`src/pkg/sensor_port_pkg.sv`:
```
package sensor_port_pkg;

  // I2C address, upper six bits; low bit is the inverse of chip select
  localparam logic [5:0] I2C_ADDR_HI = 6'h3B;

  // Command bytes
  localparam logic [7:0] CMD_RESET = 8'h1E;
  localparam logic [7:0] CMD_ADC_READ = 8'h00;
  localparam logic [7:0] CMD_CONV_PRESS = 8'h40;
  localparam logic [7:0] CMD_CONV_TEMP = 8'h50;
  localparam logic [7:0] CMD_PROM_READ = 8'hA0;

  // Command field positions
  localparam int CONVERT_FLAG_BIT = 6;
  localparam int PROM_FLAG_BIT = 7;
  localparam int TYPE_BIT = 4;
  localparam int IDX_LSB = 1;
  localparam int IDX_MSB = 3;

  // PROM word offsets
  localparam logic [2:0] FACTORY_SETUP_WORD = 3'h0;
  localparam logic [2:0] CALIB_WORD_1 = 3'h1;
  localparam logic [2:0] CALIB_WORD_6 = 3'h6;
  localparam logic [2:0] SERIAL_AND_CHECK_WORD = 3'h7;
  localparam int PROM_WORDS = 8;
  localparam int PROM_WIDTH = 16;
  localparam int CRC_WIDTH = 4;
  localparam int RESULT_WIDTH = 24;

  // Conversion times in microseconds per oversampling ratio, 256 up to 4096
  localparam int CLK_MHZ = 50;
  localparam int CONV_US_256 = 600;
  localparam int CONV_US_512 = 1170;
  localparam int CONV_US_1024 = 2280;
  localparam int CONV_US_2048 = 4540;
  localparam int CONV_US_4096 = 9040;
  localparam int CONV_CYC_256 = CONV_US_256 * CLK_MHZ;
  localparam int CONV_CYC_512 = CONV_US_512 * CLK_MHZ;
  localparam int CONV_CYC_1024 = CONV_US_1024 * CLK_MHZ;
  localparam int CONV_CYC_2048 = CONV_US_2048 * CLK_MHZ;
  localparam int CONV_CYC_4096 = CONV_US_4096 * CLK_MHZ;

  // PROM load takes one cycle per word after one cycle of read latency
  localparam logic [3:0] LOAD_DONE = 4'h9;

  // Arbitrary default PROM contents, factory programmed in silicon
  localparam logic [127:0] PROM_DEFAULT = 128'h4000_1234_5678_9ABC_DEF0_1357_2468_0ACE;

  typedef struct packed {
    logic clk;
    logic din;
    logic cs_n;
  } serial_pins_t;

  typedef struct packed {
    logic valid;
    logic press;
    logic [2:0] oversampling_ratio;
  } conv_req_t;

endpackage : sensor_port_pkg

```
`src/hw/prom_store.sv`:
```
`timescale 1ns/100ps
module prom_store
  import sensor_port_pkg::*;
(
  // Clock and reset
  input wire logic i_clk,
  input wire logic i_rst_n,
  // Read port
  input wire logic [2:0] i_addr,
  output logic [PROM_WIDTH-1:0] o_data
);

  logic [PROM_WIDTH-1:0] mem [PROM_WORDS];

  // Factory content, word 0 setup, 1 to 6 coefficients, 7 serial and CRC
  for (genvar g = 0; g < PROM_WORDS; g++) begin : g_word
    assign mem[g] = PROM_DEFAULT[(PROM_WORDS-1-g)*PROM_WIDTH +: PROM_WIDTH];
  end

  always_ff @(posedge i_clk or negedge i_rst_n) begin
    if (!i_rst_n) begin
      o_data <= 16'h0000;
    end else begin
      o_data <= mem[i_addr];
    end
  end

endmodule : prom_store

```
`src/hw/sensor_serial_command_port.sv`:
```
`timescale 1ns/100ps
module sensor_serial_command_port
  import sensor_port_pkg::*;
(
  // Clock and reset
  input wire logic I_CORE_CLK,
  input wire logic I_RSTN,
  // Serial pins
  input wire logic I_PROTOCOL_SELECT,
  input wire logic I_CHIP_SELECT_N,
  input wire logic I_SCLK,
  input wire logic I_SERIAL_IN,
  // Outputs
  output logic O_SERIAL_OUT,
  output logic O_SDA_OE,
  output logic O_BUSY,
  // Converter values
  input wire logic [RESULT_WIDTH-1:0] I_RAW_PRESSURE_VALUE,
  input wire logic [RESULT_WIDTH-1:0] I_RAW_TEMPERATURE_VALUE
);

  typedef enum logic [2:0] {S_IDLE, S_ADDR, S_CMD, S_TX, S_ACK_TX, S_ACK_RX, S_SKIP} bus_t;

  serial_pins_t s1_q, s2_q, s3_q;
  logic ps1_q, ps_q;
  always_ff @(posedge I_CORE_CLK or negedge I_RSTN) begin
    if (!I_RSTN) begin
      s1_q <= '1;
      s2_q <= '1;
      s3_q <= '1;
      ps1_q <= 1'b0;
      ps_q <= 1'b0;
    end else begin
      s1_q <= '{I_SCLK, I_SERIAL_IN, I_CHIP_SELECT_N};
      s2_q <= s1_q;
      s3_q <= s2_q;
      ps1_q <= I_PROTOCOL_SELECT;
      ps_q <= ps1_q;
    end
  end

  logic i2c_mode;
  assign i2c_mode = ps_q;
  logic rise, fall, start_c, stop_c, cs_rise, cs_fall;
  assign rise = s2_q.clk & ~s3_q.clk;
  assign fall = ~s2_q.clk & s3_q.clk;
  assign start_c = i2c_mode & s2_q.clk & s3_q.clk & s3_q.din & ~s2_q.din;
  assign stop_c = i2c_mode & s2_q.clk & s3_q.clk & ~s3_q.din & s2_q.din;
  assign cs_fall = ~i2c_mode & ~s2_q.cs_n & s3_q.cs_n;
  assign cs_rise = ~i2c_mode & s2_q.cs_n & ~s3_q.cs_n;

  bus_t st_q;
  logic [7:0] sh_q;
  logic [3:0] bit_q;
  logic [23:0] tx_q;
  logic [4:0] tx_left_q;
  logic cmd_stb;
  logic [7:0] cmd_byte;
  logic read_dir_q;
  logic sda_q;
  logic rdy_q;
  logic [23:0] result_q;
  logic prom_mode_q;
  logic [2:0] idx_q;
  logic [PROM_WIDTH-1:0] prom_rd;
  logic [PROM_WIDTH-1:0] shadow_q [PROM_WORDS];
  logic [3:0] load_q;

  // Command decode
  logic is_reset, is_read, is_conv, is_prom;
  assign cmd_byte = {sh_q[6:0], s2_q.din};
  assign is_reset = cmd_byte == CMD_RESET;
  assign is_read = cmd_byte == CMD_ADC_READ;
  assign is_conv = cmd_byte[CONVERT_FLAG_BIT] && !cmd_byte[PROM_FLAG_BIT] &&
                   !cmd_byte[0] && cmd_byte[3:1] <= 3'h4 &&
                   (cmd_byte & 8'hA0) == 8'h00;
  assign is_prom = (cmd_byte & 8'hF1) == CMD_PROM_READ;
  logic addr_hit;
  assign addr_hit = sh_q[7:2] == I2C_ADDR_HI && sh_q[1] == ~s2_q.cs_n;

  // Serial front end, shared by both protocols
  always_ff @(posedge I_CORE_CLK or negedge I_RSTN) begin
    if (!I_RSTN) begin
      st_q <= S_IDLE;
      sh_q <= 8'h00;
      bit_q <= 4'h0;
      read_dir_q <= 1'b0;
      sda_q <= 1'b0;
      tx_left_q <= 5'h00;
    end else if (start_c) begin
      st_q <= S_ADDR;
      bit_q <= 4'h0;
      sda_q <= 1'b0;
    end else if (stop_c || cs_rise) begin
      st_q <= S_IDLE;
      sda_q <= 1'b0;
    end else if (cs_fall) begin
      st_q <= S_CMD;
      bit_q <= 4'h0;
    end else if (rise) begin
      unique case (st_q)
        S_ADDR, S_CMD: begin
          sh_q <= cmd_byte;
          bit_q <= bit_q + 4'h1;
          if (bit_q == 4'h7) begin
            // Count of eight marks a whole byte for the next falling edge
            bit_q <= 4'h8;
            if (st_q == S_ADDR) begin
              read_dir_q <= s2_q.din;
            end
          end
        end
        S_ACK_RX: begin
          bit_q <= 4'h0;
          if (s2_q.din) begin
            st_q <= S_SKIP;
          end
        end
        S_TX: bit_q <= bit_q + 4'h1;
        default: ;
      endcase
    end else if (fall) begin
      unique case (st_q)
        S_ADDR: begin
          if (bit_q == 4'h8) begin
            bit_q <= 4'h0;
            if (addr_hit) begin
              st_q <= S_ACK_TX;
              sda_q <= 1'b1;
            end else begin
              st_q <= S_SKIP;
            end
          end
        end
        S_CMD: begin
          if (bit_q == 4'h8 && i2c_mode) begin
            bit_q <= 4'h0;
            st_q <= S_ACK_TX;
            sda_q <= 1'b1;
            read_dir_q <= 1'b0;
          end else if (bit_q == 4'h8) begin
            bit_q <= 4'h0;
            st_q <= S_TX;
          end
        end
        S_ACK_TX: begin
          if (read_dir_q) begin
            st_q <= S_TX;
            sda_q <= ~tx_q[23];
          end else begin
            st_q <= S_CMD;
            sda_q <= 1'b0;
          end
        end
        S_TX: begin
          if (i2c_mode && bit_q == 4'h8) begin
            st_q <= S_ACK_RX;
            sda_q <= 1'b0;
          end else if (i2c_mode) begin
            // Line shows the bit that this edge's shift brings up
            sda_q <= ~tx_q[22];
          end
        end
        S_ACK_RX: sda_q <= ~tx_q[22];
        default: ;
      endcase
      if (st_q == S_ACK_RX) begin
        st_q <= S_TX;
      end
    end
  end

  // Command strobe on the eighth bit of a command byte
  assign cmd_stb = rise && st_q == S_CMD && bit_q == 4'h7 && !start_c && !stop_c;

  // Transmit shifter, MSB first
  logic load_tx;
  assign load_tx = (fall && st_q == S_ADDR && bit_q == 4'h8 && sh_q[0] && addr_hit) ||
                   (cmd_stb && !i2c_mode);
  logic [23:0] tx_src;
  assign tx_src = prom_mode_q ? {shadow_q[idx_q], 8'h00} : (rdy_q ? result_q : 24'h00_0000);
  logic [23:0] spi_src;
  assign spi_src = is_prom ? {shadow_q[cmd_byte[IDX_MSB:IDX_LSB]], 8'h00} : 24'h00_0000;
  always_ff @(posedge I_CORE_CLK or negedge I_RSTN) begin
    if (!I_RSTN) begin
      tx_q <= 24'h00_0000;
    end else if (load_tx && i2c_mode) begin
      tx_q <= tx_src;
    end else if (load_tx) begin
      tx_q <= is_read ? (rdy_q ? result_q : 24'h00_0000) : spi_src;
    end else if (fall && st_q == S_TX && !(i2c_mode && bit_q == 4'h8)) begin
      tx_q <= {tx_q[22:0], 1'b0};
    end else if (fall && st_q == S_ACK_RX) begin
      tx_q <= {tx_q[22:0], 1'b0};
    end
  end

  // Conversion engine
  conv_req_t conv_q;
  logic [31:0] cnt_q;
  logic corrupt_q;
  logic [31:0] conv_len;
  always_comb begin
    unique case (cmd_byte[3:1])
      3'h0: conv_len = CONV_CYC_256;
      3'h1: conv_len = CONV_CYC_512;
      3'h2: conv_len = CONV_CYC_1024;
      3'h3: conv_len = CONV_CYC_2048;
      default: conv_len = CONV_CYC_4096;
    endcase
  end
  logic take_read;
  assign take_read = i2c_mode ? load_tx && !prom_mode_q : cmd_stb && is_read;
  always_ff @(posedge I_CORE_CLK or negedge I_RSTN) begin
    if (!I_RSTN) begin
      conv_q <= '0;
      cnt_q <= 32'h0000_0000;
      corrupt_q <= 1'b0;
      rdy_q <= 1'b0;
      result_q <= 24'h00_0000;
      prom_mode_q <= 1'b0;
      idx_q <= 3'h0;
    end else if (cmd_stb && is_reset) begin
      conv_q <= '0;
      cnt_q <= 32'h0000_0000;
      corrupt_q <= 1'b0;
      rdy_q <= 1'b0;
      prom_mode_q <= 1'b0;
    end else begin
      if (cmd_stb && is_conv) begin
        corrupt_q <= conv_q.valid;
        conv_q <= '{1'b1, ~cmd_byte[TYPE_BIT], cmd_byte[3:1]};
        cnt_q <= conv_len;
        rdy_q <= 1'b0;
      end else if (conv_q.valid && cnt_q > 32'h0000_0001) begin
        cnt_q <= cnt_q - 32'h0000_0001;
      end else if (conv_q.valid) begin
        conv_q.valid <= 1'b0;
        rdy_q <= 1'b1;
        result_q <= corrupt_q ? ~(conv_q.press ? I_RAW_PRESSURE_VALUE : I_RAW_TEMPERATURE_VALUE)
                              : (conv_q.press ? I_RAW_PRESSURE_VALUE : I_RAW_TEMPERATURE_VALUE);
      end
      if (take_read && conv_q.valid) begin
        corrupt_q <= 1'b1;
      end else if (take_read) begin
        rdy_q <= 1'b0;
      end
      if (cmd_stb && is_prom) begin
        prom_mode_q <= 1'b1;
        idx_q <= cmd_byte[IDX_MSB:IDX_LSB];
      end else if (cmd_stb && is_read) begin
        prom_mode_q <= 1'b0;
      end
    end
  end

  // PROM shadow load after reset command
  always_ff @(posedge I_CORE_CLK or negedge I_RSTN) begin
    if (!I_RSTN) begin
      load_q <= LOAD_DONE;
    end else if (cmd_stb && is_reset) begin
      load_q <= 4'h0;
    end else if (load_q != LOAD_DONE) begin
      load_q <= load_q + 4'h1;
    end
  end
  for (genvar w = 0; w < PROM_WORDS; w++) begin : g_shadow
    always_ff @(posedge I_CORE_CLK or negedge I_RSTN) begin
      if (!I_RSTN) begin
        shadow_q[w] <= 16'h0000;
      end else if (load_q == 4'(w + 1)) begin
        shadow_q[w] <= prom_rd;
      end
    end
  end

  prom_store u_prom (
    .i_clk(I_CORE_CLK),
    .i_rst_n(I_RSTN),
    .i_addr(load_q[2:0]),
    .o_data(prom_rd)
  );

  // Outputs
  always_ff @(posedge I_CORE_CLK or negedge I_RSTN) begin
    if (!I_RSTN) begin
      O_SERIAL_OUT <= 1'b0;
    end else begin
      O_SERIAL_OUT <= tx_q[23];
    end
  end
  assign O_SDA_OE = i2c_mode & sda_q;
  assign O_BUSY = conv_q.valid;

  a_busy_holds: assert property (@(posedge I_CORE_CLK) disable iff (!I_RSTN)
    $rose(conv_q.valid) |-> conv_q.valid [*8])
    else $error("conversion ended too early");
  a_reset_idle: assert property (@(posedge I_CORE_CLK) disable iff (!I_RSTN)
    cmd_stb && is_reset |=> !conv_q.valid && !rdy_q)
    else $error("reset command did not clear state");
  a_read_zero: assert property (@(posedge I_CORE_CLK) disable iff (!I_RSTN)
    take_read && !rdy_q && !prom_mode_q |=> tx_q == 24'h00_0000)
    else $error("stale result not zero");
  a_conv_type: assert property (@(posedge I_CORE_CLK) disable iff (!I_RSTN)
    cmd_stb && is_conv && !is_reset |=> conv_q.press == ~$past(cmd_byte[TYPE_BIT]))
    else $error("wrong conversion type");
  a_prom_idx: assert property (@(posedge I_CORE_CLK) disable iff (!I_RSTN)
    cmd_stb && is_prom |=> prom_mode_q && idx_q == $past(cmd_byte[3:1]))
    else $error("PROM index wrong");
  a_read_no_abort: assert property (@(posedge I_CORE_CLK) disable iff (!I_RSTN)
    take_read && conv_q.valid && cnt_q > 32'h0000_0002 |=> conv_q.valid && corrupt_q)
    else $error("read aborted conversion");
  a_prom_load: assert property (@(posedge I_CORE_CLK) disable iff (!I_RSTN)
    cmd_stb && is_reset |-> ##[1:12] load_q == LOAD_DONE)
    else $error("PROM load stalled");
  a_sda_mode: assert property (@(posedge I_CORE_CLK) disable iff (!I_RSTN)
    !i2c_mode |-> !O_SDA_OE)
    else $error("SDA driven in SPI mode");
  c_conv: cover property (@(posedge I_CORE_CLK) $fell(conv_q.valid));
  c_prom: cover property (@(posedge I_CORE_CLK) cmd_stb && is_prom);
  c_addr_ack: cover property (@(posedge I_CORE_CLK) st_q == S_ACK_TX && read_dir_q);

endmodule : sensor_serial_command_port

```
`config.mk`:
```
export PLATFORM = sky130hd
export DESIGN_NAME = sensor_serial_command_port
export DESIGN_NICKNAME = d
export VERILOG_FILES = /design/src/pkg/sensor_port_pkg.sv /design/src/hw/prom_store.sv /design/src/hw/sensor_serial_command_port.sv
export SDC_FILE = /design/constraint.sdc
export NUM_CORES = 1
export LEC_CHECK = 0
export ABC_AREA = 1
export ABC_CLOCK_PERIOD_IN_PS = 2500
export BUFFER_PORTS_ARGS = -buffer_cell sky130_fd_sc_hd__buf_2
export CORE_MARGIN = 1
export CORE_UTILIZATION = 45
export CTS_CLUSTER_DIAMETER = 80
export DETAILED_ROUTE_END_ITERATION = 6
export GPL_ROUTABILITY_DRIVEN = 0
export GPL_TIMING_DRIVEN = 1
export MAX_ROUTING_LAYER = met4
export SLEW_MARGIN = 20
export SYNTH_ARGS = -nofsm -noshare
export SYNTH_HDL_FRONTEND = slang
export SYNTH_SLANG_ARGS = --single-unit
```
`constraint.sdc`:
```
create_clock -name I_CORE_CLK -period 2.5 [get_ports I_CORE_CLK]
set_input_delay 0.75 -clock I_CORE_CLK [delete_from_list [all_inputs] [get_ports I_CORE_CLK]]
set_output_delay 0.75 -clock I_CORE_CLK [all_outputs]
set_load 0.01 [all_outputs]
```
# [After elaboration in Yosys (flattened, before gate mapping)]
# Memories as Yosys holds them, arrays and structs flattened. A register that Yosys moved wholly into a read port is not among the register bits.
# Cells that the tools add are included.
[word_totals] wordCells=261 mem_bits_ro=128 regBits=249 memories=1 input_bits=54 output_inout_bits=3
[mem_list] memory="(no name shown)" depth=8 width=16 rd=1 rd_clocked_by_memory_dff=1 write_ports=0 line="prom_store.sv:24" rtl="o_data <= mem[i_addr];"
[classes] reduce_logical=62 addsub=3 n_eq_ne=40 mux=83 order_cmp=4 bitwise_logic=33
[op_table] op="$mux W24" count=10
[op_table] op="$bmux W16 S3" count=2
[op_table] op="$mux W32" count=3
[op_table] op="$pmux W19 S4" count=1
[op_table] op="$mux W16" count=4
[op_table] op="$mux W4" count=11
[op_table] op="$mux W3" count=12
[op_table] op="$mux W1" count=34
[op_table] op="$gt A32 B1 Y1 const B" count=1
[op_table] op="$sub A32 B1 Y32 const B" count=1
[op_table] op="$logic_and A1 B1 Y1" count=26
[op_table] op="$not A24 Y24" count=1
[op_table] op="$eq A4 B3 Y1 const B" count=5
[op_table] op="$logic_not A8 Y1" count=2
[op_table] op="$not A1 Y1" count=16
[op_table] op="$and A1 B1 Y1" count=13
[op_table] op="$eq A3 B2 Y1 const B" count=4
[op_table] op="$ne A6 B4 Y1 const B" count=2
[op_table] op="$not A3 Y4" count=3
[op_table] op="$pmux W3 S4" count=1
[op_table] op="$pmux W4 S3" count=1
[op_table] op="$reduce_bool A3 Y1" count=4
[op_table] op="$reduce_bool A2 Y1" count=5
[op_table] op="$reduce_bool A5 Y1" count=2
[op_table] op="41 further kinds" count=61

# [Longest topological paths before layout]
[logic_depth] ltp_word=14 ltp_mapped=13 ltp_nobuf=13

# [Cells and area by module]
# Synthesis repeated with hierarchy kept, for this count alone.
[unflattened] cells_unflattened=2230 area_unflattened_um2=15705.1
[by_module_without_submodules] mod="sensor_serial_command_port" cells_each=2179 area_each_um2=15162.0 n_inst=1 seq_area_each_um2=6244.7
[by_module_without_submodules] mod="prom_store" cells_each=51 area_each_um2=543.0 n_inst=1 seq_area_each_um2=325.3

# [Worst setup path before layout]
# OpenSTA, ideal clock, no wires.
[synth_timing] path_type="register to register" from="register s2_q[2] in the netlist's numbering" to="register result_q[10]" stages_incl_launch_ff=12 required_ps=2383 path_buffers=1 t_arrival_ps=1806 setup_time_ps=117 path_slack_ps=576 period_less_slack_ps=1924 path_cell_list="dfstp_2 > ha_1 > inv_2 > nor2_1 > nand2_1 > nor2_2 > nand2_2 > nand2_1 > inv_2 > buf_2 > nand4_1 > nand2_1"
[synth_via] elab_chain_cells=10 elab_cells_between_ends=18 classes_between="bitwise: 9; reduce/logical: 9"
[synth_rtl] element="start: declaration" line="sensor_serial_command_port.sv:24" rtl="serial_pins_t s1_q, s2_q, s3_q;"
[synth_rtl] element="start signal: assignment" line="sensor_serial_command_port.sv:35" rtl="s2_q <= s1_q;"
[synth_rtl] element="$and A1 B1 Y1 (2 in series)" line="sensor_serial_command_port.sv:47, sensor_serial_command_port.sv:48"
[synth_rtl] element="$and A1 B1 Y1 (2 in series)" line="sensor_serial_command_port.sv:47" rtl="assign start_c = i2c_mode & s2_q.clk & s3_q.clk & s3_q.din & ~s2_q.din;"
[synth_rtl] element="$logic_not A1 Y1" line="sensor_serial_command_port.sv:174" rtl="assign cmd_stb = rise && st_q == S_CMD && bit_q == 4'h7 && !start_c && !stop_c;"
[synth_rtl] element="$logic_and A1 B1 Y1" line="sensor_serial_command_port.sv:174"
[synth_rtl] element="$logic_and A1 B1 Y1 (*)" line="sensor_serial_command_port.sv:174"
[synth_rtl] element="$logic_and A1 B1 Y1, on equally long branches" line="sensor_serial_command_port.sv:230, sensor_serial_command_port.sv:223"
[synth_rtl] element="$not A1 Y1 (no line)"
[synth_rtl] element="$reduce_and A4 Y1 (no line) (*)"
[synth_rtl] element="end signal: assignment" line="sensor_serial_command_port.sv:240" rtl="result_q <= corrupt_q ? ~(conv_q.press ? I_RAW_PRESSURE_VALUE : I_RAW_TEMPERATURE_VALUE)"
[synth_rtl] element="end: declaration" line="sensor_serial_command_port.sv:62" rtl="logic [23:0] result_q;"
# Mark *: on every way between the ends. The rest lies on a longest branch, timed or not.
# A chain may end at the register's enable or synchronous reset.

# [Final worst setup path]
[layout_timing] from="register bit_q[0]" to="register cnt_q[17]"
[layout_via] elab_chain_cells=7 elab_cells_between_ends=9 classes_between="eq/ne: 1; mux: 2; reduce/logical: 6"
[layout_rtl] element="start: declaration" line="sensor_serial_command_port.sv:54" rtl="logic [3:0] bit_q;"
[layout_rtl] element="start signal: assignment" line="sensor_serial_command_port.sv:104" rtl="bit_q <= bit_q + 4'h1;"
[layout_rtl] element="start signal: assignment" line="sensor_serial_command_port.sv:119" rtl="S_TX: bit_q <= bit_q + 4'h1;"
[layout_rtl] element="$eq A4 B3 Y1 (*)" line="sensor_serial_command_port.sv:174"
[layout_rtl] element="$logic_and A1 B1 Y1 (*) (3 in series)" line="sensor_serial_command_port.sv:174"
[layout_rtl] element="$logic_and A1 B1 Y1" line="sensor_serial_command_port.sv:230" rtl="if (cmd_stb && is_conv) begin"
[layout_rtl] element="$mux W32" line="sensor_serial_command_port.sv:230"
[layout_rtl] element="$mux W32" line="sensor_serial_command_port.sv:223" rtl="end else if (cmd_stb && is_reset) begin"
[layout_rtl] element="end signal: assignment" line="sensor_serial_command_port.sv:233" rtl="cnt_q <= conv_len;"
[layout_rtl] element="end signal: assignment" line="sensor_serial_command_port.sv:236" rtl="cnt_q <= cnt_q - 32'h0000_0001;"
[layout_rtl] element="end: declaration" line="sensor_serial_command_port.sv:200" rtl="logic [31:0] cnt_q;"
# Marks and branches as above.

==> impl_metrics.ini <==
[setup_path]
cp-end-kind = flop
start_kind = flop
cp.required_ns = 2.93
crit_type = reg2reg
cp_max_fo = 7
arrival_ns = 2.75

[yosys]
yosysUniqueCellTypes = 36
yosysSeqAreaShare_pct = 41.7
synthFlopType = dfrtp_1
synthArstFlopShare_pct = 100
yosys_warnings = 0
syn_area_mm2 = 0.0143
syn_area_per_cell_um2 = 6.78
synth_edf_count = 0
synth_top_area_cell = dfrtp_1
yosys-top-cells-area = dfrtp_1 (40%), nand2_1 (21%), nand3_1 (9.3%)
syn_nets = 2178
synth-seq-cells = 238
synth_top_area_share_pct = 39.7
postSynthCellCount = 2112

[sta]
slew_headroom_pct = 55.2
fin_setup_tns_ns = 0
tightest_slew_ns = 0.671
rsz0062_at_grt = no
period_share_pct = 92.6
hold_viol = 0
drv_slew = 0
clock_skew_ns = 0.0219
final-setup-viol-count = 0
post-route-min-period_ns = 2.32
fmax_ghz = 0.432
holdWs_ns = 0.151

[detailed_routing]
ant_nets = 0
drtIter0Drc = 1202
drcViolationCount = 0
wl_per_cell_um = 17.1
totalWireLength_um = 44100
drt_first_pass_iters = 6
via_per_inst = 5.40
vias = 13900

[global_route]
grt_remaining_overflow = 0
grt_pass1_vias = 13000
grt_max_degree = 64
antenna_found_initial = 0
grt_pass1_wl_um = 70900
grt.total_usage_pct = 28.0

[floorplanning]
die_w_um = 180
rows = 64
die_h_um = 180
ios = 57
start_util_pct = 46.3
design.core.area_mm2 = 0.0309
die_area_mm2 = 0.0325

[cells_and_area]
drive_gt1_share_pct = 10.6
finalNetCount = 2229
syn_to_final_growth_pct = 13.8
num_antenna_cells = 0

[status]
status = complete, no violations

[cts]
cts_tree = done
cts.htree.levels = 1
clk_latency_ns = 0.55
postCtsHoldBufs = 0
ctsRootBufferMaster = clkbuf_16
clockBufferDepth = 3
path_clk_slew_ns = 0.06
numCtsBuffers = 29
clkSinkCount = 238

[power_and_ir_drop]
leakage_nw = 8.53
powerDensity_mw_per_mm2 = 667
total_power_mw = 10.9
vdd_ir_drop_max_uv = 505

[run]
maxCapViolCount = 0

[place]
hpwl_um = 29800
portBuffers = 56

[min_path]
hold_class = in2async
-- synthesized netlist by cell type (12+ instances only) --
cell type  instances
nor2_1           191
o21ai_0          174
nand4_1           40
nand2_1          791
dfrtp_1          227
inv_1            145
ha_1              12
nand3_1          267
a21oi_1           15
buf_2             31
xor2_1            33
nor3_1            17
clkbuf_1          58
-- path summary, 6_finish.rpt --
| path | startpoint | to | slack [ns] | cells after the start |
|---|---|---|---|---|
| max in group asynchronous | I_RSTN | s2_q[0]$_DFF_PN1_ | 1.63 | 2 |
| min in group I_CORE_CLK | I_SCLK | s1_q[2]$_DFF_PN1_ | 0.30 | 1 |
| setup reg to reg | bit_q[0]$_DFFE_PN0P_ | cnt_q[17]$_DFFE_PN0P_ | 0.18 | 12 |
| hold reg to reg | ps1_q$_DFF_PN0_ | i2c_mode$_DFF_PN0_ | 0.34 | 0 |
| hold / removal | I_RSTN | shadow_q[13]$_DFFE_PN0N_ | 0.15 | 1 |
| setup / recovery | bit_q[0]$_DFFE_PN0P_ | cnt_q[17]$_DFFE_PN0P_ | 0.18 | 12 |
-- area by class of cell --
| class | instances | area (µm²) |
|---|---|---|
| clock buffers | 38 | 840 |
| flip-flops and latches | 238 | 5970 |
| clock inverters | 15 | 184 |
| repair buffers | 124 | 880 |
| inverters | 161 | 604 |
| well taps | 396 | 495 |
| fillers | 3106 | 14600 |
| multi-input cells | 1609 | 7320 |
-- per-stage QoR --
stage	worst slack (ns)	cells	area [µm²]	utilization, %
floorplan	0.576	2112	14300	-
global placement	0.0656	2520	15200	49.1
detailed placement	0.0386	2520	15200	49.1
CTS	0.0170	2573	16200	52.4
global route	0.0504	2581	16300	52.7
finish	0.185	2581	16300	52.7
-- registers in the layout, indices dropped and copies added, names as in the netlist, 4 cells and up --
signal         flops
shadow_q         104
sh_q               8
load_q             4
tx_q              24
bit_q              4
cnt_q             32
result_q          24
u_prom.o_data     13
-- critical path: stages (launching register included) --
cell,delay (ns)
dfrtp_1,0.40
ha_1,0.21
nand3_1,0.16
nor2_1,0.22
nand3_1,0.11
nor2_2,0.32
nand2_1,0.27
nor2_1,0.20
nand2_1,0.11
nand2_1,0.07
inv_1,0.04
nand2_1,0.04
nand2_1,0.05
-- power breakdown --
group | internal (mW) | switching (mW)
clock network | 2.76 | 1.70
logic | 0.691 | 1.63
registers | 3.96 | 0.124
total | 7.41 | 3.45
-- kinds of logic after synthesis --
kind of cell,count (synthesis),synth area share (%)
fa+ha+maj,12,1.05
xor+xnor,36,2.20
flops,238,41.7
simple gates,1340,39.5
buf+inv,267,7.51
compound gates,219,8.02
-- metal layers --
metal	up-vias	routed length [µm]	track usage (%)	part of all wire, %
li1	6866	-	-	-
met1	6557	20300	38.1	46
met2	430	20100	44.4	46
met3	75	2580	3.25	5.9
met4	0	1140	7.38	2.6
met5	-	0	-	0
-- cell usage in the layout (no fill, tap or decap), types with 4 or more instances in the layout --
cell,instances
clkinv_1,5
nor3_1,17
o21ai_1,11
xor2_1,33
inv_2,11
nor2_2,6
buf_2,55
buf_4,61
clkbuf_8,8
clkinv_2,8
inv_1,145
dfrtp_1,225
a21oi_1,15
nand2_1,790
o21bai_1,4
clkbuf_16,29
o211ai_1,9
nand3_2,4
nor2_4,6
bufinv_16,4
o21ai_0,174
nand2_2,5
dfstp_2,11
nand3_1,267
ha_1,12
nand4_1,40
buf_12,6
nor2_1,191
nand3b_1,7
-- timing repair --
item	4_1_cts	5_1_grt
buffers inserted	0	6
gates resized for setup	0	6
endpoints found under the setup margin	0	75
(Power assumes the default switching activity.)
